--- src/rtl/crc_cfg.svh ---
/*
 Constants for the CPU reset and control block: register map, field positions, reset values
 and pulse timing.
 Assumes the clock runs at 100 MHz and is included by bare name.
*/
// Overview of operation
// - x86 mode: soft reset pulses for four clocks, starting the clock after a hot, shutdown or keyboard reset.
// - Strap sampled after reset picks x86 set or alternate processor set.
// - Alternate mode: hard reset pulses one millisecond on power-good edge or triggers.
// - Shared pin is IRQ_LINE_13 after reset; coprocessor error only when bit 4 set.
// - Interrupt output follows the internal interrupt controller request.
// - Power-good input is a source of the hard reset output in alternate mode only; soft reset ignores it.
`ifndef CRC_CFG_SVH
`define CRC_CFG_SVH

// ----------------------------------------------------------------
// Register map
// ----------------------------------------------------------------
`define CRC_ADDR_W 8
`define CRC_OFF_PORT_CTRL 8'h92
`define CRC_OFF_SYS_CTRL 8'h4e
`define CRC_OFF_STATUS 8'h00

// ----------------------------------------------------------------
// Field positions
// ----------------------------------------------------------------
`define CRC_BIT_HOT_RESET 0
`define CRC_BIT_KBD_RESET 1
`define CRC_BIT_COPROCESSOR_ERROR_IN_EN 4
`define CRC_ST_ALT_MODE 0
`define CRC_ST_SOFT_RST 1
`define CRC_ST_HARD_RST 2
`define CRC_ST_IRQ_LINE_13 3

// ----------------------------------------------------------------
// Reset values
// ----------------------------------------------------------------
`define CRC_RST_PORT_CTRL 8'h00
`define CRC_RST_SYS_CTRL 8'h00

// ----------------------------------------------------------------
// Timing
// ----------------------------------------------------------------
`define CRC_CLK_MHZ 100
`define CRC_SOFT_RST_CLKS 4
`define CRC_STRAP_SETTLE_CLKS 4
`define CRC_HARD_RST_US 1000
`define CRC_HARD_RST_CLKS (`CRC_HARD_RST_US * `CRC_CLK_MHZ)

`endif

--- src/rtl/crc_pkg.sv ---
/*
 Types for the CPU reset and control block.
 Assumes crc_cfg.svh is compiled alongside.
*/
package crc_pkg;
   typedef enum logic [1:0] {
      CRC_IDLE = 2'b00,
      CRC_SOFT = 2'b01,
      CRC_HARD = 2'b10
   } crc_state_t;

   typedef logic [7:0] crc_byte_t;
endpackage

--- src/rtl/crc_sync_if.sv ---
/*
 Interface joining the pin synchroniser to the control block.
 Assumes one clock domain for both ends.
*/
`timescale 1ns/1ps
interface crc_sync_if #(parameter int W = 3);
   logic [W-1:0] pins;
   logic [W-1:0] level;
   modport sync (input pins, output level);
   modport user (output pins, input level);
endinterface

--- src/rtl/crc_sync.sv ---
/*
 Three-stage synchroniser; a change is taken once stages two and three agree.
 Assumes asynchronous pin inputs and a single clock.
*/
`timescale 1ns/1ps
module crc_sync #(
   parameter int W = 3
) (
   // Clock and reset
   input wire logic clock_i,
   input wire logic reset_i,
   // Pins
   crc_sync_if.sync sif
);
   typedef struct packed {
      logic [W-1:0] s1;
      logic [W-1:0] s2;
      logic [W-1:0] s3;
      logic [W-1:0] lvl;
   } crc_sync_st_t;

   crc_sync_st_t state_q;
   crc_sync_st_t state_d;

   always_comb
   begin
      state_d = state_q;
      state_d.s1 = sif.pins;
      state_d.s2 = state_q.s1;
      state_d.s3 = state_q.s2;
      for (int i = 0; i < W; i++)
      begin
         if (state_q.s2[i] == state_q.s3[i])
         begin
            state_d.lvl[i] = state_q.s3[i];
         end
      end
   end

   always_ff @(posedge clock_i or posedge reset_i)
   begin
      if (reset_i)
      begin
         state_q <= '0;
      end
      else
      begin
         state_q <= state_d;
      end
   end

   assign sif.level = state_q.lvl;
endmodule // crc_sync

--- src/rtl/crc_top.sv ---
/*
 CPU reset and control outputs: soft reset, hard reset, ignore numeric error, interrupt
 output, IRQ_LINE_13 or coprocessor-error selection, with a small register port.
 Assumes a 100 MHz clock, an asynchronous active-high reset, and pins from outside.
*/
`timescale 1ns/1ps
`include "crc_cfg.svh"
module crc_top #(
   parameter int HARD_RST_CLKS = `CRC_HARD_RST_CLKS
) (
   // Clock and reset
   input wire logic clock_i,
   input wire logic reset_i,
   // Register port
   input wire logic [`CRC_ADDR_W-1:0] addr_i,
   input wire crc_pkg::crc_byte_t wdata_i,
   input wire logic wr_i,
   input wire logic rd_i,
   output crc_pkg::crc_byte_t rdata_o,
   // Pins from outside
   input wire logic power_ok_in_i,
   input wire logic alt_mode_strap_i,
   input wire logic irq_line_13_i,
   // Internal events
   input wire logic cpu_shutdown_i,
   input wire logic pic_int_req_i,
   input wire logic pic_ack_i,
   // Processor outputs
   output logic cpu_int_o,
   output logic soft_reset_o,
   output logic host_hard_reset_out_o,
   output logic ignore_fpu_error_out_o,
   output logic irq_line_13_req_o,
   output logic fpu_error_o
);
   import crc_pkg::*;

   // ----------------------------------------------------------------
   // Pin synchroniser
   // ----------------------------------------------------------------
   crc_sync_if #(.W(3)) sif ();
   assign sif.pins = {irq_line_13_i, alt_mode_strap_i, power_ok_in_i};

   crc_sync #(
      .W(3)
   ) u_sync (
      .clock_i(clock_i),
      .reset_i(reset_i),
      .sif(sif)
   );

   logic pwr_ok_s;
   logic strap_s;
   logic irq_line_13_s;
   assign pwr_ok_s = sif.level[0];
   assign strap_s = sif.level[1];
   assign irq_line_13_s = sif.level[2];

   // ----------------------------------------------------------------
   // State
   // ----------------------------------------------------------------
   typedef struct packed {
      crc_state_t st;
      logic [31:0] cnt;
      logic strap_done;
      logic [2:0] strap_cnt;
      logic alt_mode;
      logic pwr_prev;
      logic [7:0] port_ctrl;
      logic [7:0] sys_ctrl;
      logic [7:0] rdata;
      logic int_out;
      logic soft_rst;
      logic hard_rst;
      logic ignore_fpu_error_out;
      logic irq_line_13;
      logic coprocessor_error_in;
      logic pend_hard;
   } crc_st_t;

   crc_st_t state_q;
   crc_st_t state_d;

   localparam logic [31:0] SOFT_N = 32'(`CRC_SOFT_RST_CLKS);
   localparam logic [31:0] HARD_N = 32'(HARD_RST_CLKS);

   // ----------------------------------------------------------------
   // Next state
   // ----------------------------------------------------------------
   logic wr_port;
   logic wr_sys;
   logic hot_set;
   logic kbd_set;
   logic pwr_edge;
   logic trig;

   always_comb
   begin
      state_d = state_q;
      wr_port = wr_i && (addr_i == `CRC_OFF_PORT_CTRL);
      wr_sys = wr_i && (addr_i == `CRC_OFF_SYS_CTRL);
      hot_set = wr_port && wdata_i[`CRC_BIT_HOT_RESET]
         && !state_q.port_ctrl[`CRC_BIT_HOT_RESET];
      kbd_set = wr_sys && wdata_i[`CRC_BIT_KBD_RESET]
         && !state_q.sys_ctrl[`CRC_BIT_KBD_RESET];
      pwr_edge = pwr_ok_s && !state_q.pwr_prev;
      trig = hot_set || kbd_set || cpu_shutdown_i;
      state_d.pwr_prev = pwr_ok_s;

      // Latch the strap only once the synchroniser shows the pin, not its reset value
      if (!state_q.strap_done)
      begin
         if (state_q.strap_cnt == 3'(`CRC_STRAP_SETTLE_CLKS))
         begin
            state_d.alt_mode = strap_s;
            state_d.strap_done = 1'b1;
         end
         else
         begin
            state_d.strap_cnt = state_q.strap_cnt + 3'd1;
         end
      end

      if (wr_port)
      begin
         state_d.port_ctrl = wdata_i;
      end
      if (wr_sys)
      begin
         state_d.sys_ctrl = wdata_i;
      end

      unique case (state_q.st)
         CRC_IDLE:
         begin
            if (state_q.strap_done && (trig || state_q.pend_hard || pwr_edge))
            begin
               state_d.pend_hard = 1'b0;
               if (state_q.alt_mode)
               begin
                  state_d.st = CRC_HARD;
                  state_d.cnt = HARD_N - 32'd1;
               end
               else if (trig)
               begin
                  state_d.st = CRC_SOFT;
                  state_d.cnt = SOFT_N - 32'd1;
               end
            end
         end
         CRC_SOFT, CRC_HARD:
         begin
            if (state_q.cnt == 32'd0)
            begin
               state_d.st = CRC_IDLE;
            end
            else
            begin
               state_d.cnt = state_q.cnt - 32'd1;
            end
         end
         default:
         begin
            state_d.st = CRC_IDLE;
         end
      endcase

      // A power-good edge that cannot be served now is queued; the set beats the clear
      if (pwr_edge && !(state_q.strap_done && (state_q.st == CRC_IDLE)))
      begin
         state_d.pend_hard = 1'b1;
      end

      state_d.soft_rst = (state_d.st == CRC_SOFT);
      state_d.hard_rst = (state_d.st == CRC_HARD) || !pwr_ok_s && state_q.alt_mode;
      state_d.ignore_fpu_error_out = !state_q.alt_mode && state_q.strap_done && pic_ack_i;
      state_d.int_out = pic_int_req_i;
      state_d.coprocessor_error_in = state_q.sys_ctrl[`CRC_BIT_COPROCESSOR_ERROR_IN_EN] && !irq_line_13_s;
      state_d.irq_line_13 = !state_q.sys_ctrl[`CRC_BIT_COPROCESSOR_ERROR_IN_EN] && irq_line_13_s;

      state_d.rdata = 8'h00;
      if (rd_i)
      begin
         if (addr_i == `CRC_OFF_PORT_CTRL)
         begin
            state_d.rdata = state_q.port_ctrl;
         end
         else if (addr_i == `CRC_OFF_SYS_CTRL)
         begin
            state_d.rdata = state_q.sys_ctrl;
         end
         else if (addr_i == `CRC_OFF_STATUS)
         begin
            state_d.rdata[`CRC_ST_ALT_MODE] = state_q.alt_mode;
            state_d.rdata[`CRC_ST_SOFT_RST] = state_q.soft_rst;
            state_d.rdata[`CRC_ST_HARD_RST] = state_q.hard_rst;
            state_d.rdata[`CRC_ST_IRQ_LINE_13] = irq_line_13_s;
         end
      end
   end

   always_ff @(posedge clock_i or posedge reset_i)
   begin
      if (reset_i)
      begin
         state_q <= '0;
         state_q.port_ctrl <= `CRC_RST_PORT_CTRL;
         state_q.sys_ctrl <= `CRC_RST_SYS_CTRL;
      end
      else
      begin
         state_q <= state_d;
      end
   end

   // ----------------------------------------------------------------
   // Outputs
   // ----------------------------------------------------------------
   assign rdata_o = state_q.rdata;
   assign cpu_int_o = state_q.int_out;
   assign soft_reset_o = state_q.soft_rst;
   assign host_hard_reset_out_o = state_q.hard_rst;
   assign ignore_fpu_error_out_o = state_q.ignore_fpu_error_out;
   assign irq_line_13_req_o = state_q.irq_line_13;
   assign fpu_error_o = state_q.coprocessor_error_in;
endmodule // crc_top

--- config.mk ---
export PLATFORM = sky130hd
export DESIGN_NAME = crc_top
export DESIGN_NICKNAME = d
export VERILOG_FILES = /design/src/rtl/crc_pkg.sv /design/src/rtl/crc_sync_if.sv /design/src/rtl/crc_sync.sv /design/src/rtl/crc_top.sv
export VERILOG_INCLUDE_DIRS = /design/src /design/src/rtl
export SDC_FILE = /design/constraint.sdc
export NUM_CORES = 1
export LEC_CHECK = 0
export ABC_CLOCK_PERIOD_IN_PS = 3600
export BUFFER_PORTS_ARGS = -buffer_cell sky130_fd_sc_hd__clkbuf_2
export CAP_MARGIN = 40
export CORE_UTILIZATION = 52
export CTS_CLUSTER_DIAMETER = 200
export CTS_CLUSTER_SIZE = 16
export DETAILED_ROUTE_END_ITERATION = 6
export GPL_TIMING_DRIVEN = 0
export PLACE_DENSITY = 0.81
export SETUP_SLACK_MARGIN = 0.02
export SKIP_LAST_GASP = 1
export SYNTH_ARGS = -nofsm -noshare
export SYNTH_HDL_FRONTEND = slang
export SYNTH_HIERARCHICAL = 1
export SYNTH_SLANG_ARGS = --single-unit
--- constraint.sdc ---
create_clock -name clock_i -period 3.6 [get_ports clock_i]
set_clock_uncertainty 0.05 [all_clocks]
set_input_delay 0.72 -clock clock_i [delete_from_list [all_inputs] [get_ports clock_i]]
set_output_delay 0.72 -clock clock_i [all_outputs]
set_load 0.05 [all_outputs]
[Word-level counts from Yosys, hierarchy flattened]
Cells that the tools add are included.
Operators by class
  bitwise gates (word level): 2
  reduce and logical (&&, ||, !) cells: 39
  equality and inequality tests: 13
  $add $sub $neg: 2
  multiplexer cells: 19
Operators with widths (number)
  $mux 34: 3
  $pmux 32 s2: 1
  $logic_not 32->1: 1
  $mux 32: 1
  $sub 32x1->32 const B: 1
  $mux 8: 2
  $logic_and 1x1->1: 15
  $mux 4: 3
  $eq 8x7->1 const B: 1
  $eq 8x8->1 const B: 1
  $logic_not 1->1: 8
  $logic_not 8->1: 1
  $reduce_and 2->1: 3
  $reduce_bool 2->1: 3
  $logic_or 1x1->1: 5
  $mux 1: 5
  $mux 5: 1
  $eq 2x1->1 const B: 2
  $eq 2x2->1 const B: 2
  $ne 2x2->1 const B: 2
  $pmux 2 s2: 1
  $reduce_and 4->1: 1
  $add 3x1->3 const B: 1
  $eq 1x1->1: 3
  7 further kinds: 8
Storage, ports and cells
  input bits: 26
  register bits: 83
  output and inout bits: 14
  word-level logic and storage cells: 97

[Depth between registers and ports, before layout]
  depth in word-level cells: 13
  mapped depth: 10

[By module]
Netlist, hierarchy kept.
Modules (own cells, without submodules)
  crc_top: sequential area each 1776.7 sq um, area each 3607.2 sq um, instances 1, cells each 356
  crc_sync: sequential area each 300.3 sq um, area each 360.3 sq um, instances 1, cells each 19

[Worst setup path before layout]
OpenSTA, ideal clock, no wires.
  path type: input to register
  start: input port addr_i[0]
  end: register state_q[65] (netlist name)
  slack: 0.611 ns
  library setup time: 0.077 ns
  stages on the path: 7
  required time: 3.473 ns
  data arrival time: 2.861 ns
  path through: or4_4 > or4_4 > a31oi_4 > o21bai_1 > buf_2 > or3_2 > a21oi_1
Between the ends
  cells in the longest elaborated chain, start to end: 11
RTL lines
  start: declaration: line crc_top.sv:15  | input wire logic [`CRC_ADDR_W-1:0] addr_i,
  $eq 8x8->1 (no line) or $eq 8x7->1 (tied branches)
  $logic_and 1x1->1 (on tied branches): line crc_top.sv:100, crc_top.sv:101
  $logic_and 1x1->1 (on tied branches) (2 in series): line crc_top.sv:102, crc_top.sv:104
  $logic_or 1x1->1 * (2 in series): line crc_top.sv:107  | trig = hot_set || kbd_set || cpu_shutdown_i;
  $logic_or 1x1->1 (2 in series): line crc_top.sv:136  | if (state_q.strap_done && (trig || state_q.pend_hard || pwr_edge))
  $logic_and 1x1->1: line crc_top.sv:136
  $ne 2x2->1 (no line)
  $reduce_and 4->1 (no line) *
  end signal: assignment: line crc_top.sv:212  | state_q <= state_d;
  end: declaration: line crc_top.sv:81  | crc_st_t state_q;
Every way passes the cells marked *; elsewhere a longest branch is shown, timed or not.
A chain may end at the register's enable or synchronous reset.

[Final worst setup path]
  start: register state_q[37] (netlist name)
  end: register state_q[64] (netlist name)
Between the ends
  cells in the longest elaborated chain, start to end: 3
RTL lines (line)
  $sub 32x1->32 or $logic_not 32->1 (tied branches): crc_top.sv:159, crc_top.sv:153
  $mux 32 or $ne 2x2->1 (tied branches)
  $pmux 32 s2 or $reduce_and 4->1 (tied branches)
Parallel ways exist; a longest one is shown, timed or not. The select of a mux whose other input is x is not followed.

==> run_results.csv <==
group,metric,value,unit
yosys,synth_compound_gate_area_share,14.0,%
routing,drtAntennaViolNets,0,
status,outcome,"finished clean",
routing,drt-total-wl,8250,um
layout,utilization,61.6,%
sta,timing.final.crit_share,85.4,%
yosys,synth.avg_cell_area,10.6,um2
sta,final_max_slew_viol_count,0,
routing,vias,3069,
die,rows,31,
routing,drc,0,
routing,detail_route.wl_per_cell,15.6,um
clock_tree,post_cts_resize_count,0,
yosys,synth_warnings,6,
sta,tightest_slew,0.677,ns
layout,ff_latch_area,2080,um2
die,fp.dieArea,7980,um2
critical_path,cp_data_required_time,3.79,ns
sta,finalHoldViolCount,0,
yosys,synth_edf_count,0,
yosys,synthArstFlopShare,100,%
pwr,leakage,2.09,nW
yosys,ys_types,54,
flow_run,cap_viol_max_count,0,
critical_path,rr_startpoint,"state_q[37]",
pwr,ir_drop,0.321,mV
die,core,7330,um2
critical_path,endpoint_kind,"register",
layout,fill_cells,600,
clock_tree,cts.path.max_buffers,2,
critical_path,path_class,"reg2reg",
clock_tree,clock-sinks,83,
yosys,synth-simple-area-share,20.0,%
global_route,overflow,0,
die,num_io_pins,40,
yosys,synth-seq-area-share,52.3,%
yosys,synth_commonest_cells,"83 x dfrtp_1, 27 x nand2_1, 23 x nor2_1",
global_route,first_global_vias,3038,
yosys,synth_top_family_by_area,"simple AND/OR/NAND/NOR gates",
layout,drive_above_1_share,24.8,%
pwr,power_density,688,nW/um2
yosys,synthAdderAreaFrac,2.43,%
routing,first_pass_iters,4,
die,dieWidth,89.4,um
yosys,synth_most_common_cell,"dfrtp_1",
yosys,synth_seq_cells,83,
pwr,power,3.10,mW
sta,rsz0062_at_grt,"false",
layout,multiInputGateArea,1700,um2
clock_tree,cts-hold-fix-buffers,0,
yosys,synth_flop_cell,"dfrtp_1",
layout,area_growth,13.8,%
clock_tree,cts_setup_buffers,0,
die,die_h,89.4,um
layout,final-instance-count-excl-fill,530,
yosys,synth_top_cell_area_share,52.3,%
global_route,grt_pass1_wl,14100,um
critical_path,ff2ff_path_depth,9,
yosys,synthCells,375,
yosys,synthMuxAreaShare,5.83,%
sta,max_slew_margin,54.2,%
sta,post-route-min-period,3.07,ns
clock_tree,clk_pin_slew,0.10,ns
yosys,syn_nets,406,
global_route,track_usage,23.4,%
place,io_buffers,39,
layout,antennaDiodeCount,0,
clock_tree,clk_latency,0.36,ns
place,routabilityCongestion,0.838,
clock_tree,htreeDepth,3,
routing,via_per_inst,5.79,
sta,setup_viol,0,
yosys,syn_area,3970,um2
sta,timing.fmax,0.325,GHz
min_path,hold_class,"in2async",
critical_path,cp_max_fo,10,
clock_tree,cts_tree,"done",
global_route,antenna_found_initial,0,
place,hpwl,5790,um
routing,drt_iter0_markers,148,
critical_path,crit_path_start_kind,"register",
yosys,synth_xor_area_share,0.662,%
critical_path,reg2reg_slack,0.53,ns
sta,setup_tns,0,ns
sta,whs,0.303,ns
critical_path,rr_endpoint,"state_q[64]",
critical_path,crit_path_start,"state_q[37]",
layout,finish.net_count,457,
clock_tree,cts_buffers,9,
yosys,synth_area_leaders,"dfrtp_1 52%, mux2_2 4.8%, or4_1 2.6%",
critical_path,cp.arrival,3.27,ns
die,initial_core_util,54.1,%
clock_tree,cts_root_buf,"clkbuf_8",
global_route,grt_max_degree,38,
place,place_inst,514,
yosys,synth_area_leader_cell,"dfrtp_1",
==> worst max path at each step <==
stage,endpoint,depth (start not counted)
floorplan,state_q[65],7
global placement,state_q[48],2
detailed placement,state_q[58],8
CTS,state_q[64],9
global route,state_q[62],9
finish,state_q[64],9
==> state kept, by name, summed over array words and instances (netlist names) <==
name and flops:
u_sync/state_d 6, host_hard_reset_out_o 1, rdata_o 8, u_sync/sif.level 3, fpu_error_o 1, cpu_int_o 1, soft_reset_o 1, u_sync/state_q 3
irq_line_13_req_o 1, ignore_fpu_error_out_o 1, state_q 57
==> cell type report <==
cell class	instances	share of cell area (%)
clock buffer	9	2.74
sequential	83	46.0
inverter	17	1.47
multi-input combinational	255	37.7
clock inverter	7	1.83
timing repair buffer	40	4.77
tap	99	2.74
buffer	20	2.77
==> where the power goes <==
part	switching, mW	leakage (nW)	internal [mW]
logic	0.771	0.909	0.412
clock network	0.369	0.0988	0.333
registers	0.138	1.08	1.08
==> critical path: stages, from the launching register on <==
cell and delay, ns:
dfrtp_1 0.41, inv_1 0.07, ha_1 0.22, nor4b_1 0.59
nand4_1 0.27, or4_1 0.63, o21ai_2 0.10, clkbuf_1 0.38
or4_1 0.18, o21ai_0 0.07
==> through the flow <==
step	area (um2)	worst slack (ns)
finish	4520	0.527
global route	4520	0.299
CTS	4520	0.512
detailed placement	4310	0.178
global placement	4290	0.191
floorplan	3970	0.611
==> layout by cell type, fill, tap and decap left out, types with 4 or more instances in the layout <==
cell | Yosys | routed
nor2b_1 | 8 | 8
o21ai_0 | 18 | 18
o211ai_1 | 7 | 7
or4_4 | 5 | 5
ha_1 | 5 | 5
nand2b_1 | 4 | 4
and2_1 | 4 | 4
inv_1 | 17 | 16
nand2_1 | 27 | 27
mux2i_1 | 4 | 4
dfrtp_1 | 83 | 83
a22oi_1 | 8 | 8
or3_1 | 11 | 11
a31oi_1 | 4 | 4
clkbuf_2 | 0 | 39
clkbuf_1 | 4 | 4
o31ai_1 | 11 | 11
a21oi_1 | 18 | 18
or4_1 | 14 | 14
buf_4 | 12 | 12
mux2_2 | 17 | 17
buf_2 | 4 | 4
nand3_1 | 10 | 10
clkbuf_8 | 0 | 9
nor3_1 | 10 | 10
nor4_1 | 7 | 7
nor2_1 | 23 | 23
==> layer usage <==
metal,part of all wire [%],global-route usage [%],routed length (um),vias to the layer above
met5,0,0,0,-
met4,1.5,7.65,121,0
met3,4.0,6.28,329,11
met2,51,39.6,4180,74
met1,44,29.3,3620,1507
li1,-,-,-,1477
==> cell families after synthesis <==
group | Yosys count
compound gates | 83
xor+xnor | 3
fa+ha+maj | 8
buf+inv | 37
flops | 83
mux | 21
simple gates | 140
Power figures use the tool's default switching activity.
